`config.mk`:
```
export PLATFORM = sky130hd
export DESIGN_NAME = ceu_top
export DESIGN_NICKNAME = d
export VERILOG_FILES = /design/src/ceu_pkg.sv /design/src/ceu_align_chk.sv /design/src/ceu_accept.sv /design/src/ceu_top.sv
export SDC_FILE = /design/constraint.sdc
export NUM_CORES = 1
export LEC_CHECK = 0
export ABC_AREA = 1
export BUFFER_PORTS_ARGS = -buffer_cell sky130_fd_sc_hd__buf_2
export CAP_MARGIN = 15
export CORE_MARGIN = 2
export CORE_UTILIZATION = 50
export DETAILED_ROUTE_END_ITERATION = 7
export PLACE_DENSITY = 0.8
export SYNTH_ARGS = -nofsm -noshare
export SYNTH_HDL_FRONTEND = slang
export SYNTH_SLANG_ARGS = --single-unit
```
`constraint.sdc`:
```
create_clock -name CLK -period 10.77 [get_ports CLK]
set_input_delay 3.231 -clock CLK [delete_from_list [all_inputs] [get_ports CLK]]
set_output_delay 3.231 -clock CLK [all_outputs]
set_load 0.005 [all_outputs]
```
`src/ceu_pkg.sv`:
```
/*
 * Constants, types and functional notes of the instruction exception unit.
 * Assumes a core pipeline that presents decoded instructions one per strobe.
 */
package ceu_pkg;
    localparam int unsigned ADDR_W          = 32;
    localparam logic [31:0] STACK_STEP      = 32'h0000_0004;
    localparam logic [1:0]  ALIGN_MASK      = 2'h3;
    localparam logic [7:0]  VEC_ILLEGAL     = 8'h04;
    localparam logic [7:0]  VEC_SLOT        = 8'h06;
    localparam logic [7:0]  VEC_ADDR_ERR    = 8'h09;
    localparam logic [7:0]  VEC_NMI         = 8'h0B;
    localparam logic [3:0]  NMI_MASK_LEVEL  = 4'hF;
    localparam int unsigned MASK_LSB        = 4;

    typedef enum logic [2:0] {
        CEU_CAUSE_NONE,
        CEU_CAUSE_TRAP,
        CEU_CAUSE_SLOT,
        CEU_CAUSE_ILLEGAL,
        CEU_CAUSE_ADDR,
        CEU_CAUSE_IRQ
    } ceu_cause_t;
endpackage

```
`src/ceu_align_chk.sv`:
```
/*
 * Word alignment checker.
 * Assumes a byte address; flags any address not on a four-byte boundary.
 */
module ceu_align_chk #(
    parameter int unsigned W = 32
) (
    input  wire logic [W-1:0] addr,
    input  wire logic         check,
    output logic              misaligned
);
    assign misaligned = check && ((addr[1:0] & ceu_pkg::ALIGN_MASK) != 2'h0);
endmodule

```
`src/ceu_accept.sv`:
```
/*
 * Acceptance gate for pending address errors and interrupts.
 * Assumes decode-stage qualifiers are valid while a decode strobe is high.
 */
module ceu_accept (
    input  wire logic       in_slot,
    input  wire logic       after_sysreg,
    input  wire logic       addr_err_pend,
    input  wire logic       irq_pend,
    input  wire logic       irq_is_nmi,
    input  wire logic [3:0] irq_level,
    input  wire logic [3:0] mask_field,
    output logic            take_addr_err,
    output logic            take_irq
);
    logic level_ok;
    // Level must exceed the mask field unless nonmaskable.
    assign level_ok = irq_is_nmi || (irq_level > mask_field);
    // Slot decode blocks both; register transfer shadow blocks only interrupts.
    assign take_addr_err = addr_err_pend && !in_slot;
    assign take_irq      = irq_pend && level_ok && !in_slot && !after_sysreg && !take_addr_err;
endmodule

```
`src/ceu_top.sv`:
```
/*
 * Instruction exception sequencer: raises trap, illegal and slot exceptions,
 * gates interrupts and address errors at decode, and runs the two-word stack
 * push and vector fetch over a simple memory bus.
 * Assumes the memory bus answers each request with MEM_ACK, one at a time.
 */
module ceu_top #(
    parameter int unsigned AW = 32
) (
    input  wire logic          CLK,
    input  wire logic          RESET_N,
    input  wire logic          CE,
    input  wire logic          DEC_VALID,
    input  wire logic          DEC_UNDEFINED,
    input  wire logic          DEC_TRAP_CALL,
    input  wire logic [7:0]    DEC_TRAP_VECTOR,
    input  wire logic          DEC_DELAYED_BRANCH,
    input  wire logic          DEC_PC_REWRITE,
    input  wire logic          DEC_SYSREG_XFER,
    input  wire logic [AW-1:0] DEC_PC,
    input  wire logic [AW-1:0] DEC_NEXT_PC,
    input  wire logic [AW-1:0] BRANCH_TARGET,
    input  wire logic          INSN_DONE,
    input  wire logic          ADDR_ERR_IN,
    input  wire logic          IRQ_REQ,
    input  wire logic          IRQ_NMI,
    input  wire logic [3:0]    IRQ_LEVEL,
    input  wire logic [7:0]    IRQ_VECTOR,
    input  wire logic [31:0]   STATUS_WORD,
    input  wire logic [AW-1:0] STACK_PTR,
    input  wire logic [AW-1:0] VECTOR_TABLE_BASE,
    output logic               MEM_REQ,
    output logic               MEM_WE,
    output logic [AW-1:0]      MEM_ADDR,
    output logic [31:0]        MEM_WDATA,
    input  wire logic [31:0]   MEM_RDATA,
    input  wire logic          MEM_ACK,
    output logic               EXC_BUSY,
    output logic               EXC_STALL,
    output logic               JUMP_VALID,
    output logic [AW-1:0]      JUMP_ADDR,
    output logic [AW-1:0]      SP_OUT,
    output logic               SP_WRITE,
    output logic               MASK_WRITE,
    output logic [3:0]         MASK_VALUE,
    output logic               ADDR_ERR_TAKEN,
    output logic               IRQ_TAKEN
);
    // ****************************************************************
    // State
    // ****************************************************************
    typedef enum logic [2:0] {
        S_IDLE, S_WAIT_DONE, S_PUSH_SR, S_PUSH_PC, S_VEC_READ, S_JUMP
    } ceu_state_t;

    ceu_state_t           st_q, st_d;
    ceu_pkg::ceu_cause_t  cause_q, cause_d;
    logic [AW-1:0]        ret_q, ret_d;
    logic [AW-1:0]        sp_q, sp_d;
    logic [7:0]           vec_q, vec_d;
    logic [31:0]          sr_q, sr_d;
    logic [3:0]           lvl_q, lvl_d;
    logic                 slot_q, slot_d;
    logic                 sysreg_q, sysreg_d;
    logic [AW-1:0]        tgt_q, tgt_d;
    logic                 ae_pend_q, ae_pend_d;
    logic                 stk_ae_q, stk_ae_d;
    logic                 jmp_q, jmp_d;
    logic [AW-1:0]        jaddr_q, jaddr_d;
    logic                 ae_taken_q, ae_taken_d;
    logic                 irq_taken_q, irq_taken_d;
    logic                 req_q, req_d;
    logic                 nmi_q, nmi_d;

    logic                 sp_mis, vbr_mis;
    logic                 take_ae, take_irq;
    logic [AW-1:0]        sp_dec, vec_addr;

    ceu_align_chk #(.W(AW)) u_sp_chk (
        .addr       (sp_q),
        .check      (1'b1),
        .misaligned (sp_mis)
    );

    ceu_align_chk #(.W(AW)) u_vbr_chk (
        .addr       (VECTOR_TABLE_BASE),
        .check      (1'b1),
        .misaligned (vbr_mis)
    );

    ceu_accept u_accept (
        .in_slot       (slot_q),
        .after_sysreg  (sysreg_q),
        .addr_err_pend (ae_pend_q),
        .irq_pend      (IRQ_REQ),
        .irq_is_nmi    (IRQ_NMI),
        .irq_level     (IRQ_LEVEL),
        .mask_field    (STATUS_WORD[ceu_pkg::MASK_LSB +: 4]),
        .take_addr_err (take_ae),
        .take_irq      (take_irq)
    );

    localparam logic [AW-1:0] STACK_STEP_W = AW'(ceu_pkg::STACK_STEP);

    assign sp_dec   = sp_q - STACK_STEP_W;
    // Vector address is base plus four times the vector number.
    assign vec_addr = VECTOR_TABLE_BASE + {{(AW-10){1'b0}}, vec_q, 2'b00};

    // ****************************************************************
    // Sequencer
    // ****************************************************************
    always_comb begin
        st_d        = st_q;
        cause_d     = cause_q;
        ret_d       = ret_q;
        sp_d        = sp_q;
        vec_d       = vec_q;
        sr_d        = sr_q;
        lvl_d       = lvl_q;
        slot_d      = slot_q;
        sysreg_d    = sysreg_q;
        tgt_d       = tgt_q;
        ae_pend_d   = ae_pend_q;
        stk_ae_d    = stk_ae_q;
        jmp_d       = 1'b0;
        jaddr_d     = jaddr_q;
        ae_taken_d  = 1'b0;
        irq_taken_d = 1'b0;
        req_d       = req_q;
        nmi_d       = nmi_q;
        unique case (st_q)
            S_IDLE: begin
                if (DEC_VALID) begin
                    slot_d   = DEC_DELAYED_BRANCH;
                    sysreg_d = DEC_SYSREG_XFER;
                    if (DEC_DELAYED_BRANCH) begin
                        tgt_d = BRANCH_TARGET;
                    end
                    if (slot_q && (DEC_UNDEFINED || DEC_PC_REWRITE || DEC_TRAP_CALL
                                   || DEC_DELAYED_BRANCH)) begin
                        // Slot fault at decode, return to branch target.
                        cause_d = ceu_pkg::CEU_CAUSE_SLOT;
                        ret_d   = tgt_q;
                        vec_d   = ceu_pkg::VEC_SLOT;
                        st_d    = S_PUSH_SR;
                    end else if (take_ae) begin
                        // Wait for the faulting instruction to finish.
                        cause_d    = ceu_pkg::CEU_CAUSE_ADDR;
                        vec_d      = ceu_pkg::VEC_ADDR_ERR;
                        ae_pend_d  = 1'b0;
                        ae_taken_d = 1'b1;
                        st_d       = S_WAIT_DONE;
                    end else if (take_irq) begin
                        cause_d     = ceu_pkg::CEU_CAUSE_IRQ;
                        vec_d       = IRQ_VECTOR;
                        ret_d       = DEC_PC;
                        lvl_d       = IRQ_NMI ? ceu_pkg::NMI_MASK_LEVEL : IRQ_LEVEL;
                        nmi_d       = IRQ_NMI;
                        irq_taken_d = 1'b1;
                        st_d        = S_PUSH_SR;
                    end else if (DEC_UNDEFINED) begin
                        // Own start address is returned to.
                        cause_d = ceu_pkg::CEU_CAUSE_ILLEGAL;
                        ret_d   = DEC_PC;
                        vec_d   = ceu_pkg::VEC_ILLEGAL;
                        st_d    = S_PUSH_SR;
                    end else if (DEC_TRAP_CALL) begin
                        // Vector from the instruction, return past it.
                        cause_d = ceu_pkg::CEU_CAUSE_TRAP;
                        ret_d   = DEC_NEXT_PC;
                        vec_d   = DEC_TRAP_VECTOR;
                        st_d    = S_PUSH_SR;
                    end
                    if (st_d != S_IDLE) begin
                        sp_d   = STACK_PTR;
                        sr_d   = STATUS_WORD;
                        slot_d = 1'b0;
                    end
                end
            end
            S_WAIT_DONE: begin
                if (INSN_DONE) begin
                    ret_d = DEC_NEXT_PC;
                    st_d  = S_PUSH_SR;
                end
            end
            S_PUSH_SR: begin
                req_d = 1'b1;
                if (req_q && MEM_ACK) begin
                    req_d = 1'b0;
                    sp_d  = sp_dec;
                    st_d  = S_PUSH_PC;
                end
            end
            S_PUSH_PC: begin
                req_d = 1'b1;
                if (req_q && MEM_ACK) begin
                    req_d = 1'b0;
                    sp_d  = sp_dec;
                    st_d  = S_VEC_READ;
                end
            end
            S_VEC_READ: begin
                req_d = 1'b1;
                if (req_q && MEM_ACK) begin
                    req_d   = 1'b0;
                    jaddr_d = MEM_RDATA[AW-1:0];
                    st_d    = S_JUMP;
                end
            end
            S_JUMP: begin
                // Handler jump is issued at once unless a stacking fault is pending, no slot follows.
                jmp_d = 1'b1;
                st_d  = S_IDLE;
                if (stk_ae_q) begin
                    // Stacking fault: push an address error frame below the first, returning to the fetched handler, error input held off.
                    stk_ae_d   = 1'b0;
                    cause_d    = ceu_pkg::CEU_CAUSE_ADDR;
                    vec_d      = ceu_pkg::VEC_ADDR_ERR;
                    ret_d      = jaddr_q;
                    ae_taken_d = 1'b1;
                    jmp_d      = 1'b0;
                    sr_d       = STATUS_WORD;
                    sp_d       = sp_q;
                    st_d       = S_PUSH_SR;
                end
            end
            default: st_d = S_IDLE;
        endcase
        // Errors raised while they cannot be taken are kept, except while a stacking fault is
        // pending. A new error beats a same-cycle acceptance so that it is never lost.
        if (ADDR_ERR_IN && !stk_ae_q) begin
            ae_pend_d = 1'b1;
        end
        // Misaligned pointer or base marks a stacking-time address error, except while stacking an address error.
        if ((st_q == S_PUSH_SR && sp_mis) || (st_q == S_VEC_READ && vbr_mis)) begin
            if (cause_q != ceu_pkg::CEU_CAUSE_ADDR || !ae_taken_q) begin
                stk_ae_d = (cause_q != ceu_pkg::CEU_CAUSE_ADDR);
            end
        end
    end

    always_ff @(posedge CLK) begin
        if (!RESET_N) begin
            st_q        <= S_IDLE;
            cause_q     <= ceu_pkg::CEU_CAUSE_NONE;
            ret_q       <= '0;
            sp_q        <= '0;
            vec_q       <= 8'h00;
            sr_q        <= 32'h0000_0000;
            lvl_q       <= 4'h0;
            slot_q      <= 1'b0;
            sysreg_q    <= 1'b0;
            tgt_q       <= '0;
            ae_pend_q   <= 1'b0;
            stk_ae_q    <= 1'b0;
            jmp_q       <= 1'b0;
            jaddr_q     <= '0;
            ae_taken_q  <= 1'b0;
            irq_taken_q <= 1'b0;
            req_q       <= 1'b0;
            nmi_q       <= 1'b0;
        end else if (CE) begin
            st_q        <= st_d;
            cause_q     <= cause_d;
            ret_q       <= ret_d;
            sp_q        <= sp_d;
            vec_q       <= vec_d;
            sr_q        <= sr_d;
            lvl_q       <= lvl_d;
            slot_q      <= slot_d;
            sysreg_q    <= sysreg_d;
            tgt_q       <= tgt_d;
            ae_pend_q   <= ae_pend_d;
            stk_ae_q    <= stk_ae_d;
            jmp_q       <= jmp_d;
            jaddr_q     <= jaddr_d;
            ae_taken_q  <= ae_taken_d;
            irq_taken_q <= irq_taken_d;
            req_q       <= req_d;
            nmi_q       <= nmi_d;
        end
    end

    // ****************************************************************
    // Outputs
    // ****************************************************************
    // Each push writes one word below the current pointer, so the status word
    // lands above the return address; a misaligned pointer is still driven.
    assign MEM_REQ        = req_q;
    assign MEM_WE         = (st_q == S_PUSH_SR) || (st_q == S_PUSH_PC);
    assign MEM_ADDR       = (st_q == S_VEC_READ) ? vec_addr : sp_dec;
    assign MEM_WDATA      = (st_q == S_PUSH_SR) ? sr_q : 32'(ret_q);
    assign EXC_BUSY       = (st_q != S_IDLE);
    assign EXC_STALL      = (st_q != S_IDLE) || jmp_q;
    assign JUMP_VALID     = jmp_q;
    assign JUMP_ADDR      = jaddr_q;
    assign SP_OUT         = sp_q;
    assign SP_WRITE       = jmp_q;
    assign MASK_WRITE     = jmp_q && (cause_q == ceu_pkg::CEU_CAUSE_IRQ);
    assign MASK_VALUE     = lvl_q;
    assign ADDR_ERR_TAKEN = ae_taken_q;
    assign IRQ_TAKEN      = irq_taken_q;

    // ****************************************************************
    // Checks
    // ****************************************************************
    property p_frame_order;
        @(posedge CLK) disable iff (!RESET_N)
        (CE && st_q == S_PUSH_SR && MEM_ACK && req_q) |=> (st_q == S_PUSH_PC);
    endproperty
    a_frame_order: assert property (p_frame_order) else $error("status word not followed by return");

    property p_step;
        @(posedge CLK) disable iff (!RESET_N)
        (CE && req_q && MEM_ACK && MEM_WE) |=> (sp_q == $past(sp_q) - STACK_STEP_W);
    endproperty
    a_step: assert property (p_step) else $error("stack pointer not stepped by four");

    property p_slot_block;
        @(posedge CLK) disable iff (!RESET_N)
        slot_q |-> !take_ae && !take_irq;
    endproperty
    a_slot_block: assert property (p_slot_block) else $error("exception taken in delay slot");

    property p_sysreg_block;
        @(posedge CLK) disable iff (!RESET_N)
        sysreg_q |-> !take_irq;
    endproperty
    a_sysreg_block: assert property (p_sysreg_block) else $error("interrupt after register transfer");

    property p_mask;
        @(posedge CLK) disable iff (!RESET_N)
        (take_irq && !IRQ_NMI) |-> (IRQ_LEVEL > STATUS_WORD[ceu_pkg::MASK_LSB +: 4]);
    endproperty
    a_mask: assert property (p_mask) else $error("interrupt below mask accepted");

    property p_vec_addr;
        @(posedge CLK) disable iff (!RESET_N)
        (st_q == S_VEC_READ) |-> (MEM_ADDR == VECTOR_TABLE_BASE + AW'({vec_q, 2'b00}));
    endproperty
    a_vec_addr: assert property (p_vec_addr) else $error("vector address wrong");

    property p_jump_once;
        @(posedge CLK) disable iff (!RESET_N)
        (CE && JUMP_VALID) |=> (CE -> !JUMP_VALID);
    endproperty
    a_jump_once: assert property (p_jump_once) else $error("handler jump repeated");

    property p_slot_ret;
        @(posedge CLK) disable iff (!RESET_N)
        (CE && st_q == S_IDLE && DEC_VALID && slot_q && DEC_UNDEFINED) |=>
            (cause_q == ceu_pkg::CEU_CAUSE_SLOT && ret_q == $past(tgt_q));
    endproperty
    a_slot_ret: assert property (p_slot_ret) else $error("slot return address wrong");
endmodule

```
== Word-level counts from Yosys, hierarchy flattened ==
Index checks and enable logic that the tools add are counted.

* Register bits after elaboration: 186
* Bits of input ports: 258
* Output and inout bits: 141
* Logic and storage cells: 161

* Add/subtract/negate cells: 2
* Order comparisons: 1
* Eq/ne operators: 19
* Multiplexer cells: 72
* Bitwise operators: 2
* Reductions and logical operators: 48

{| class="wikitable"
|+ Operators by type and width
! operator !! count
|-
| 2-to-1 mux 32 bit || 16
|-
| case mux 32 bit (2 select lines) || 2
|-
| case mux 32 bit (3 select lines) || 1
|-
| 2-to-1 mux 3 bit || 19
|-
| 2-to-1 mux 8 bit || 7
|-
| adder 32 x 10 -> 32 bit || 1
|-
| subtractor 32 x 3 -> 32 bit, second input constant || 1
|-
| 2-to-1 mux 1 bit || 21
|-
| AND reduction 5 bit || 4
|-
| case mux 3 bit (6 select lines) || 1
|-
| case mux 8 bit (2 select lines) || 1
|-
| != test 2 bit, second input constant || 7
|-
| nonzero test 2 bit || 7
|-
| AND reduction 6 bit || 2
|-
| logical AND 1 bit || 11
|-
| equality test 3 bit, second input constant || 3
|-
| nonzero test 3 bit || 3
|-
| logical OR 1 bit || 8
|-
| AND reduction 7 bit || 1
|-
| equality test 3 x 2 -> 1 bit, second input constant || 2
|-
| != test 3 bit, second input constant || 2
|-
| != test 6 x 5 -> 1 bit, second input constant || 1
|-
| case mux 3 bit (2 select lines) || 1
|-
| AND reduction 3 bit || 2
|-
| 14 further kinds || 20
|}

== Logic depth before layout (Yosys ltp) ==
Gate-level depths: netlist of the first run.

* Word-level depth: 15
* Depth in mapped cells: 17
* Depth with buffers taken out: 16

== By module ==
A second synthesis of the first run with hierarchy kept.

* Cells, all modules: 1819
* Area total of the unflattened synthesis: 11239.5 µm²

{| class="wikitable"
|+ Modules (own cells, without submodules)
! module !! instances !! cells each !! area an instance (µm²) !! seq. area each (µm²)
|-
| ceu_top || 1 || 1788 || 11076.9 || 3723.6
|-
| ceu_accept || 1 || 25 || 140.1 || 0.0
|-
| ceu_align_chk || 2 || 3 || 11.3 || 0.0
|}

== Worst setup path before layout of the first run ==
Ideal clock, no wire load.

* Kind: input to output
* Start: input VECTOR_TABLE_BASE[2]
* End: output MEM_ADDR[26]
* Data arrival time: 4.950 ns
* Data required time: 7.539 ns
* Path slack: 2.589 ns
* Stages on the path: 10
* Cell sequence: ha_1 -> inv_1 -> fa_1 -> o21ai_0 -> a21boi_0 -> o21ai_0 -> nand2_1 -> xor2_1 -> nand2_1 -> nand2_1

* Longest elaborated chain between the ends: 2

{| class="wikitable"
|+ RTL lines
! element !! RTL line !! source
|-
| start, declared || ceu_top.sv:31 || <nowiki>input wire logic [AW-1:0] VECTOR_TABLE_BASE,</nowiki>
|-
| adder 32 x 10 -> 32 bit || ceu_top.sv:107 || <nowiki>assign vec_addr = VECTOR_TABLE_BASE + {{(AW-10){1'b0}}, vec_q, 2'b00};</nowiki>
|-
| 2-to-1 mux 32 bit || ceu_top.sv:292 || <nowiki>assign MEM_ADDR = (st_q == S_VEC_READ) ? vec_addr : sp_dec;</nowiki>
|-
| end, declared || ceu_top.sv:34 || <nowiki>output logic [AW-1:0] MEM_ADDR,</nowiki>
|}

Every way passes these cells.

== Worst setup path after layout of the first run ==
Ends and elaborated chain as after synthesis.

==> results of run 1 <==
-- path summary, 6_finish.rpt --
path	from	endpoint	slack (ps)	cells after the start
worst min-delay path	sysreg_q	sysreg_q	480	2
worst max-delay path	VECTOR_TABLE_BASE[2]	MEM_ADDR[26]	1960	12
worst min register to register	sysreg_q	sysreg_q	480	2
worst max register to register	st_q[0]	vec_q[3]	7160	10
-- state kept, by name, summed over array words and instances (netlist names) --
| signal | flops |
|---|---|
| ae_pend_q | 1 |
| IRQ_TAKEN | 1 |
| tgt_q | 32 |
| MASK_VALUE | 4 |
| stk_ae_q | 1 |
| ret_q | 32 |
| JUMP_VALID | 1 |
| sysreg_q | 1 |
| st_q | 3 |
| ADDR_ERR_TAKEN | 1 |
| JUMP_ADDR | 32 |
| slot_q | 1 |
| sr_q | 32 |
| SP_OUT | 32 |
| vec_q | 8 |
| cause_q | 3 |
| MEM_REQ | 1 |
-- through the flow --
| step | hold slack [ps] | std cells |
|---|---|---|
| 2_1_floorplan | 446 | 1895 |
| 3_3_place_gp | 457 | 2486 |
| 3_5_place_dp | 472 | 2486 |
| 4_1_cts | 484 | 2517 |
| 5_1_grt | 511 | 2521 |
| 6_report | 476 | 2523 |
-- final cells by class --
type | count | area share
multi-input cells | 1426 | 0.471
inverters | 181 | 0.0482
clock inverters | 14 | 0.0126
repair buffers | 409 | 0.148
flip-flops and latches | 186 | 0.264
well taps | 285 | 0.0253
clock buffers | 17 | 0.0302
diodes | 5 | 0.000887
-- worst register-to-register path, cell delays in order, from the launching register on --
cell and delay, ps:
dfxtp_1 520, nand2_4 310, nor2_8 540, inv_2 170, or2_4 290, o21ai_2 60
nor2_1 50, nand2_2 640, inv_2 520, o21ai_0 330, nor2_1 70
-- per-layer routing --
| metal | vias to the layer above | routed length (um) |
|---|---|---|
| li1 | 6727 | - |
| met1 | 6252 | 17700 |
| met2 | 763 | 19700 |
| met3 | 123 | 4510 |
| met4 | 4 | 2040 |
| met5 | - | 15 |
-- power groups by stage --
stage | clock [mW] | combinational (mW) | sequential (mW)
after global routing | 0.676 | 0.723 | 0.798
after floorplan | 0 | 0.393 | 0.796
final | 0.646 | 0.650 | 0.792
after detailed placement | 0 | 0.636 | 0.806
after global placement | 0 | 0.630 | 0.804
after CTS | 0.650 | 0.642 | 0.790
-- layout by cell type, fill, tap and decap left out, types with 3 or more instances in the layout --
cell | netlist | layout
nor2_1 | 308 | 307
nand3_1 | 91 | 90
buf_4 | 1 | 11
xor2_1 | 20 | 20
a31oi_1 | 3 | 3
or2_2 | 4 | 4
inv_1 | 171 | 170
o22ai_1 | 4 | 4
clkinv_8 | 0 | 3
nor2_2 | 2 | 3
nand2_2 | 11 | 12
nor3_1 | 12 | 12
buf_2 | 20 | 397
xnor2_1 | 20 | 20
ha_1 | 13 | 13
nand4_1 | 16 | 16
inv_2 | 9 | 10
a21oi_2 | 8 | 8
mux2i_1 | 10 | 10
nor4_1 | 3 | 3
o21ai_1 | 9 | 9
nand2_1 | 486 | 485
o21ai_0 | 286 | 286
diode_2 | 0 | 5
clkbuf_16 | 0 | 18
dfxtp_1 | 186 | 186
a21oi_1 | 101 | 101
clkinv_4 | 0 | 3
inv_8 | 0 | 3
-- cells by family (layout without fill, tap and decap cells) --
family                     Yosys count  count (layout)  synth area share
other                                0               5                 0
adders and majority gates           14              14            0.0159
AOI/OAI and AO/OA                  420             420             0.188
muxes                               10              10           0.00870
buffers and inverters              283             621             0.101
and+or+nand+nor                    942             942             0.332
xor gates and xnor gates            40              40            0.0305
DFF                                186             186             0.324
==> results.json, run 1 <==
{
  "hold_path.class": "reg2reg",
  "grt_pass1_vias": 12500,
  "drc": 0,
  "clock_sinks": 186,
  "synth.most_common_cell": "nand2_1",
  "htreeDepth": 4,
  "critical_path.most_common_cell": "nand2_1",
  "finalSetupTns_ps": 0,
  "fp.dieH_um": 156,
  "ioPinCount": 399,
  "place_area_um2": 13500,
  "postRouteAntennaNets": 0,
  "syn-num-nets": 2167,
  "p_clk_frac": 0.310,
  "cp-end-kind": "primary output",
  "max-cap-violations": 0,
  "via_per_inst": 5.50,
  "yosysSeqAreaShare": 0.324,
  "core_area_um2": 22600,
  "synth_seq_cells": 186,
  "path_cells": "buf_2 -> ha_1 -> inv_1 -> fa_1 -> o21ai_0 -> a21boi_0 -> o21ai_0 -> nand2_1 -> xor2_1 -> nand2_1 -> nand2_1 -> buf_2",
  "crit_fanout": 4,
  "ctsResizeCount": 0,
  "synth_top_cell_by_area": "dfxtp_1",
  "final_max_slew_viol_count": 0,
  "synth-edff-count": 0,
  "global_route.overflow_total": 0,
  "pwr-share-seq": 0.379,
  "synthTopCellsByArea": "dfxtp_1, nand2_1, o21ai_0",
  "fin_nets": 2493,
  "multi_input_area_um2": 6640,
  "clock_path_buffers": 2,
  "grt_util_met2": 0.554,
  "power_density_nw_per_um2": 148,
  "tightest_slew_ps": 1110,
  "crit_family": "compound AO/OA/AOI/OAI gates",
  "p_switching_uw": 774,
  "cp_slowest_stage_delay_ps": 470,
  "hold_viol_final": 0,
  "path_class": "in2out",
  "leakage_nw": 7.38,
  "pre_cts_ws_ps": 1990,
  "cts_setup_buffers": 0,
  "synth_top_area_frac": 0.324,
  "grt_pass1_wl_mm": 66.7,
  "cts_tree": "yes",
  "setup_viol": 0,
  "synth_area_um2": 11500,
  "syn_to_final_growth_pct": 22.7,
  "track_usage": 0.350,
  "cpMaxStageDelayCell": "o21ai_0",
  "finalPower_mw": 2.09,
  "wl_per_cell_um": 17.4,
  "gr-usage-met1": 0.445,
  "irDropWorstVdd_mv": 0.0905,
  "grt.met3_usage": 0.0861,
  "num_vias": 13900,
  "crit_arrival_ps": 5580,
  "startpoint_type": "input pin",
  "rows": 55,
  "wirelength_mm": 43.9,
  "grt_max_degree": 110,
  "cp_num_buf_inv": 3,
  "drive_gt1_frac": 0.218,
  "synth.avg_cell_area_um2": 6.07,
  "relSlewSlack": 0.262,
  "final.min_clock_period_ps": 8810,
  "ys_types": 46,
  "start_util": 0.508,
  "clock_latency_ps": 440,
  "power_frac_comb": 0.311,
  "first_pass_iters": 6,
  "async_flop_share": 0,
  "fillerInstances": 2229,
  "netlist_instances": 1895,
  "timing.fmax_ghz": 0.113,
  "status": "complete, no violations",
  "clock-root-buffer": "clkbuf_16",
  "final_cell_area_um2": 14100,
  "drt_iter0_drc": 1476,
  "cp.required_ps": 7540,
  "seqCellArea_um2": 3720,
  "path_clk_slew_ps": 80,
  "internal_power_mw": 1.31,
  "fin_util": 0.623,
  "final.period_utilization": 0.818,
  "finalWorstSetupSlack_ps": 1960,
  "cts_hold_buf": 0,
  "die_area_um2": 24200,
  "yosys-top-cells-count": "nand2_1, nor2_1, o21ai_0, dfxtp_1, inv_1",
  "die_w_um": 156,
  "top_usage_layer": "met2",
  "yosysWarnings": 0,
  "fin_skew_ps": 16.0,
  "gp_congestion": 0.959,
  "swShare": 0.371,
  "antenna_found_initial": 7,
  "rsz0062_at_grt": "false",
  "synth_flop_cell": "dfxtp_1",
  "dp.final_hpwl_mm": 32.4,
  "cts_made_buffers": 17,
  "io_buffers": 398
}
Note: power is estimated with default switching activity, not from simulation.
==> inputs of run 2 (changes only) <==
--- a/config.mk
+++ b/config.mk
@@ -5,13 +5,13 @@
 export SDC_FILE = /design/constraint.sdc
 export NUM_CORES = 1
 export LEC_CHECK = 0
-export ABC_AREA = 1
+export ABC_AREA = 0
 export BUFFER_PORTS_ARGS = -buffer_cell sky130_fd_sc_hd__buf_2
 export CAP_MARGIN = 15
 export CORE_MARGIN = 2
-export CORE_UTILIZATION = 50
+export CORE_UTILIZATION = 46
 export DETAILED_ROUTE_END_ITERATION = 7
-export PLACE_DENSITY = 0.8
+export PLACE_DENSITY = 0.78
 export SYNTH_ARGS = -nofsm -noshare
 export SYNTH_HDL_FRONTEND = slang
 export SYNTH_SLANG_ARGS = --single-unit
==> constraint.sdc (replaced) <==
create_clock -name CLK -period 8 [get_ports CLK]
set_input_delay 2.4 -clock CLK [delete_from_list [all_inputs] [get_ports CLK]]
set_output_delay 2.4 -clock CLK [all_outputs]
set_load 0.005 [all_outputs]
==> results.json, run 2 <==
{
  "status": "complete, no violations",
  "syn_to_final_growth_pct": 25.8,
  "path_depth": 11,
  "die_area_um2": 24600,
  "first_pass_iters": 8,
  "final_common_cell": "buf_2",
  "syn-num-nets": 1686,
  "ioPinCount": 399,
  "cts_hold_buf": 0,
  "max-cap-violations": 0,
  "synth_flop_cell": "dfxtp_1",
  "critical_path.most_common_cell": "buf_2",
  "irDropWorstVdd_mv": 0.146,
  "path_clk_slew_ps": 70,
  "rsz0062_at_grt": "false",
  "setup_viol": 0,
  "crit_family": "compound AO/OA/AOI/OAI gates",
  "hold_path.class": "reg2reg",
  "cp_slowest_stage_delay_ps": 510,
  "io_buffers": 398,
  "path_class": "in2out",
  "clock_path_buffers": 2,
  "gp_congestion": 0.911,
  "synth_seq_cells": 186,
  "fin_skew_ps": 14.2,
  "final.min_clock_period_ps": 7170,
  "cp.required_ps": 5600,
  "crit_end": "MEM_ADDR[22]",
  "postRouteAntennaNets": 0,
  "worstSetupStartpoint": "VECTOR_TABLE_BASE[2]",
  "start_util": 0.472,
  "grt_max_degree": 69,
  "mostFrequentLayoutCells": "buf_2, nand2_1, dfxtp_1",
  "place_area_um2": 12900,
  "synth-edff-count": 0,
  "antenna_found_initial": 12,
  "core_area_um2": 22800,
  "async_flop_share": 0,
  "finalPower_mw": 2.56,
  "clock-root-buffer": "clkbuf_16",
  "fin_nets": 2007,
  "drive_gt1_frac": 0.288,
  "yosysWarnings": 0,
  "cts_setup_buffers": 0,
  "finalSetupTns_ps": 0,
  "wl_per_cell_um": 19.6,
  "tightest_slew_ps": 1020,
  "fp.dieH_um": 157,
  "ys_types": 63,
  "synthTopCellsByArea": "dfxtp_1, nand2_1, a21oi_1",
  "final_max_slew_viol_count": 0,
  "clock_sinks": 186,
  "synth.avg_cell_area_um2": 7.61,
  "yosys-top-cells-count": "nand2_1, dfxtp_1, a21oi_1, clkbuf_1, nor2_1",
  "die_w_um": 157,
  "cts_tree": "yes",
  "htreeDepth": 4,
  "rr_worst_depth": 9,
  "power_density_nw_per_um2": 189,
  "clock_latency_ps": 440,
  "track_usage": 0.315,
  "crit_fanout": 11,
  "cp-end-kind": "primary output",
  "fin_util": 0.594,
  "yosysSeqAreaShare": 0.346,
  "worstReg2RegEnd": "SP_OUT[2]",
  "cp_num_buf_inv": 3,
  "synth_area_um2": 10800,
  "cpMaxStageDelayCell": "o32a_1",
  "timing.fmax_ghz": 0.139,
  "wirelength_mm": 40.5,
  "final_cell_area_um2": 13500,
  "path_cells": "buf_2 -> ha_1 -> inv_1 -> fa_1 -> nand2b_1 -> a21oi_1 -> o32a_1 -> nand3_1 -> xor2_1 -> mux2i_1 -> buf_2",
  "synth.most_common_cell": "nand2_1",
  "grt_pass1_wl_mm": 61.1,
  "leakage_nw": 5.59,
  "num_vias": 12200,
  "drt_iter0_drc": 1071,
  "crit_arrival_ps": 4770,
  "dp.final_hpwl_mm": 28.7,
  "rows": 55,
  "startpoint_type": "input pin",
  "synth_top_cell_by_area": "dfxtp_1",
  "rrSetupSlack_ps": 4730,
  "cts_made_buffers": 17,
  "netlist_instances": 1414,
  "via_per_inst": 5.91,
  "final.period_utilization": 0.896,
  "r2r_start": "st_q[2]",
  "grt_pass1_vias": 11300,
  "drc": 0,
  "relSlewSlack": 0.315,
  "hold_viol_final": 0,
  "synth_top_area_frac": 0.346,
  "global_route.overflow_total": 0,
  "ctsResizeCount": 0
}
==> run 2: changes by cell type after synthesis, sizes merged, moves of 43 or more <==
cell    before  now
nor2       311   78
a21oi      109  156
nand2      499  295
nand3       92   30
inv        180   18
o21ai      296   76
a211oi       1   44
==> run 2: layout make-up <==
class	count	area (um2)
multi-input cells	1091	6580
clock inverters	14	156
well taps	313	392
inverters	19	73.8
clock buffers	17	425
flip-flops and latches	186	3720
diodes	10	25.0
repair buffers	420	2160
fillers	2114	9240
==> run 2: cell families after synthesis <==
logic type,share of synthesized area
buffers and inverters,0.0489
AND/OR/NAND/NOR,0.230
AO/OA/AOI/OAI,0.249
flip-flops,0.346
multiplexers,0.0688
adder cells (fa/ha/maj),0.0170
XOR/XNOR,0.0407
==> run 2: report_power, final <==
| part | internal (mW) | switching, mW | total (mW) | leakage, nW |
|---|---|---|---|---|
| clock | 0.443 | 0.420 | 0.863 | 0.284 |
| sequential | 0.972 | 0.0418 | 1.01 | 1.51 |
| combinational | 0.280 | 0.406 | 0.686 | 3.79 |
| total | 1.70 | 0.868 | 2.56 | 5.59 |
==> run 2: worst min-delay path by stage <==
stage | start | end | slack, ps | depth (start not counted)
after global routing | sr_q[31] | sr_q[31] | 480 | 2
after global placement | sr_q[12] | sr_q[12] | 440 | 2
after floorplan | ret_q[0] | ret_q[0] | 430 | 1
after detailed placement | ret_q[27] | ret_q[27] | 440 | 1
final | tgt_q[4] | tgt_q[4] | 450 | 2
after CTS | tgt_q[18] | tgt_q[18] | 450 | 2
==> run 2: tightest hold or removal path, stage by stage, from the launching register on <==
cell and delay (ps):
dfxtp_1 310, nand2_1 50, a21oi_1 50
==> run 2: layer usage <==
layer,up-vias,share of wire,GRT usage
li1,5719,-,-
met1,5650,0.39,0.392
met2,729,0.47,0.520
met3,124,0.099,0.0708
met4,8,0.037,0.145
met5,-,0.0012,0
==> run 2: stage by stage <==
step	hold WS, ps	std cells	worst slack (ps)
after floorplan	429	1414	1330
after global placement	438	2028	974
after detailed placement	444	2028	870
after CTS	454	2059	868
after global routing	475	2066	654
final	454	2070	831
==> inputs of run 3 (changes only) <==
==> constraint.sdc (replaced) <==
create_clock -name CLK -period 8 [get_ports CLK]
set_input_delay 0.4 -clock CLK [delete_from_list [all_inputs] [get_ports CLK]]
set_output_delay 0.4 -clock CLK [all_outputs]
set_load 0.005 [all_outputs]
==> results.json, run 3 (synthesis gave the netlist of run 2 again) <==
{
  "irDropWorstVdd_mv": 0.141,
  "start_util": 0.472,
  "die_area_um2": 24600,
  "hold_path.class": "in2reg",
  "r2r_start": "st_q[1]",
  "clock-root-buffer": "clkbuf_16",
  "antenna_found_initial": 11,
  "final_max_slew_viol_count": 0,
  "rrSetupSlack_ps": 4360,
  "leakage_nw": 5.59,
  "finalPower_mw": 2.57,
  "status": "complete, no violations",
  "hold_viol_final": 0,
  "crit_fanout": 7,
  "crit_family": "simple AND/OR/NAND/NOR gates",
  "place_area_um2": 12900,
  "cp-end-kind": "primary output",
  "cp_num_buf_inv": 2,
  "rsz0062_at_grt": "false",
  "htreeDepth": 4,
  "rows": 55,
  "fin_util": 0.595,
  "ctsResizeCount": 0,
  "cts_made_buffers": 17,
  "path_cells": "inv_1 -> ha_1 -> nor3b_1 -> nand4_1 -> or4_1 -> xnor2_1 -> nor2_1 -> a21oi_1 -> buf_2",
  "drive_gt1_frac": 0.288,
  "startpoint_type": "register",
  "path_class": "reg2out",
  "fin_skew_ps": 17.8,
  "postRouteAntennaNets": 0,
  "via_per_inst": 5.84,
  "power_density_nw_per_um2": 189,
  "clock_latency_ps": 430,
  "wirelength_mm": 40.3,
  "cpMaxStageDelayCell": "or4_1",
  "drc": 0,
  "path_clk_slew_ps": 90,
  "num_vias": 12100,
  "mostFrequentLayoutCells": "buf_2, nand2_1, dfxtp_1",
  "grt_pass1_vias": 11200,
  "place_inst": 2026,
  "fp.dieH_um": 157,
  "first_pass_iters": 5,
  "fillerInstances": 2076,
  "finalSetupTns_ps": 0,
  "cts_hold_buf": 0,
  "final.min_clock_period_ps": 3690,
  "gp_congestion": 0.905,
  "core_area_um2": 22800,
  "die_w_um": 157,
  "clock_path_buffers": 2,
  "global_route.overflow_total": 0,
  "io_buffers": 398,
  "final_common_cell": "buf_2",
  "finalWorstSetupSlack_ps": 4310,
  "cts_tree": "yes",
  "drt_iter0_drc": 1144,
  "relSlewSlack": 0.296,
  "track_usage": 0.314,
  "tightest_slew_ps": 1050,
  "ioPinCount": 399,
  "syn_to_final_growth_pct": 26.0,
  "crit_arrival_ps": 3290,
  "grt_max_degree": 85,
  "fin_nets": 2005,
  "dp.final_hpwl_mm": 28.7,
  "cts_setup_buffers": 0,
  "final_cell_area_um2": 13600,
  "hold_ws_ps": 195,
  "max-cap-violations": 0,
  "wl_per_cell_um": 19.5,
  "setup_viol": 0,
  "pre_cts_ws_ps": 4480,
  "cp_slowest_stage_delay_ps": 600,
  "timing.fmax_ghz": 0.271,
  "min_from": "STATUS_WORD[10]",
  "final.period_utilization": 0.461,
  "clock_sinks": 186,
  "fin_cells": 2067,
  "worstSetupStartpoint": "SP_OUT[2]",
  "cp.required_ps": 7600,
  "grt_pass1_wl_mm": 60.7
}
==> run 3: cell types whose count changed in the layout (fill, tap and decap cells not counted), sizes merged <==
cell,change
clkinv,+5
inv,-2
diode,-2
clkbuf,+1
buf,-2
bufinv,-1
clkinvlp,-2
==> run 3: final timing paths <==
check,cells after the start,endpoint
worst max-delay path,9,MEM_ADDR[20]
worst min-delay path,3,sr_q[10]
worst max register to register,6,st_q[0]
worst min register to register,2,sr_q[19]
==> run 3: power breakdown <==
part	internal, mW	total, mW	switching (mW)
registers	0.972	1.01	0.0427
clock network	0.426	0.867	0.441
logic	0.280	0.686	0.407
==> run 3: worst min-delay path: stages <==
cell     delay (ps)
buf_2            90
nand2_1          40
a21oi_1          50
==> run 3: metal layers <==
layer,global-route usage,up-vias,part of all wire
li1,-,5705,-
met1,0.394,5553,0.39
met2,0.514,713,0.47
met3,0.0820,93,0.11
met4,0.127,6,0.035
met5,0,-,0.0011
==> run 3: area by class of cell <==
cell class	count	area (um2)	area share
repair buffers	418	2160	0.159
flip-flops and latches	186	3720	0.275
clock inverters	14	180	0.0133
well taps	313	392	0.0289
diodes	8	20.0	0.00148
multi-input cells	1091	6580	0.485
inverters	19	73.8	0.00544
clock buffers	18	429	0.0316
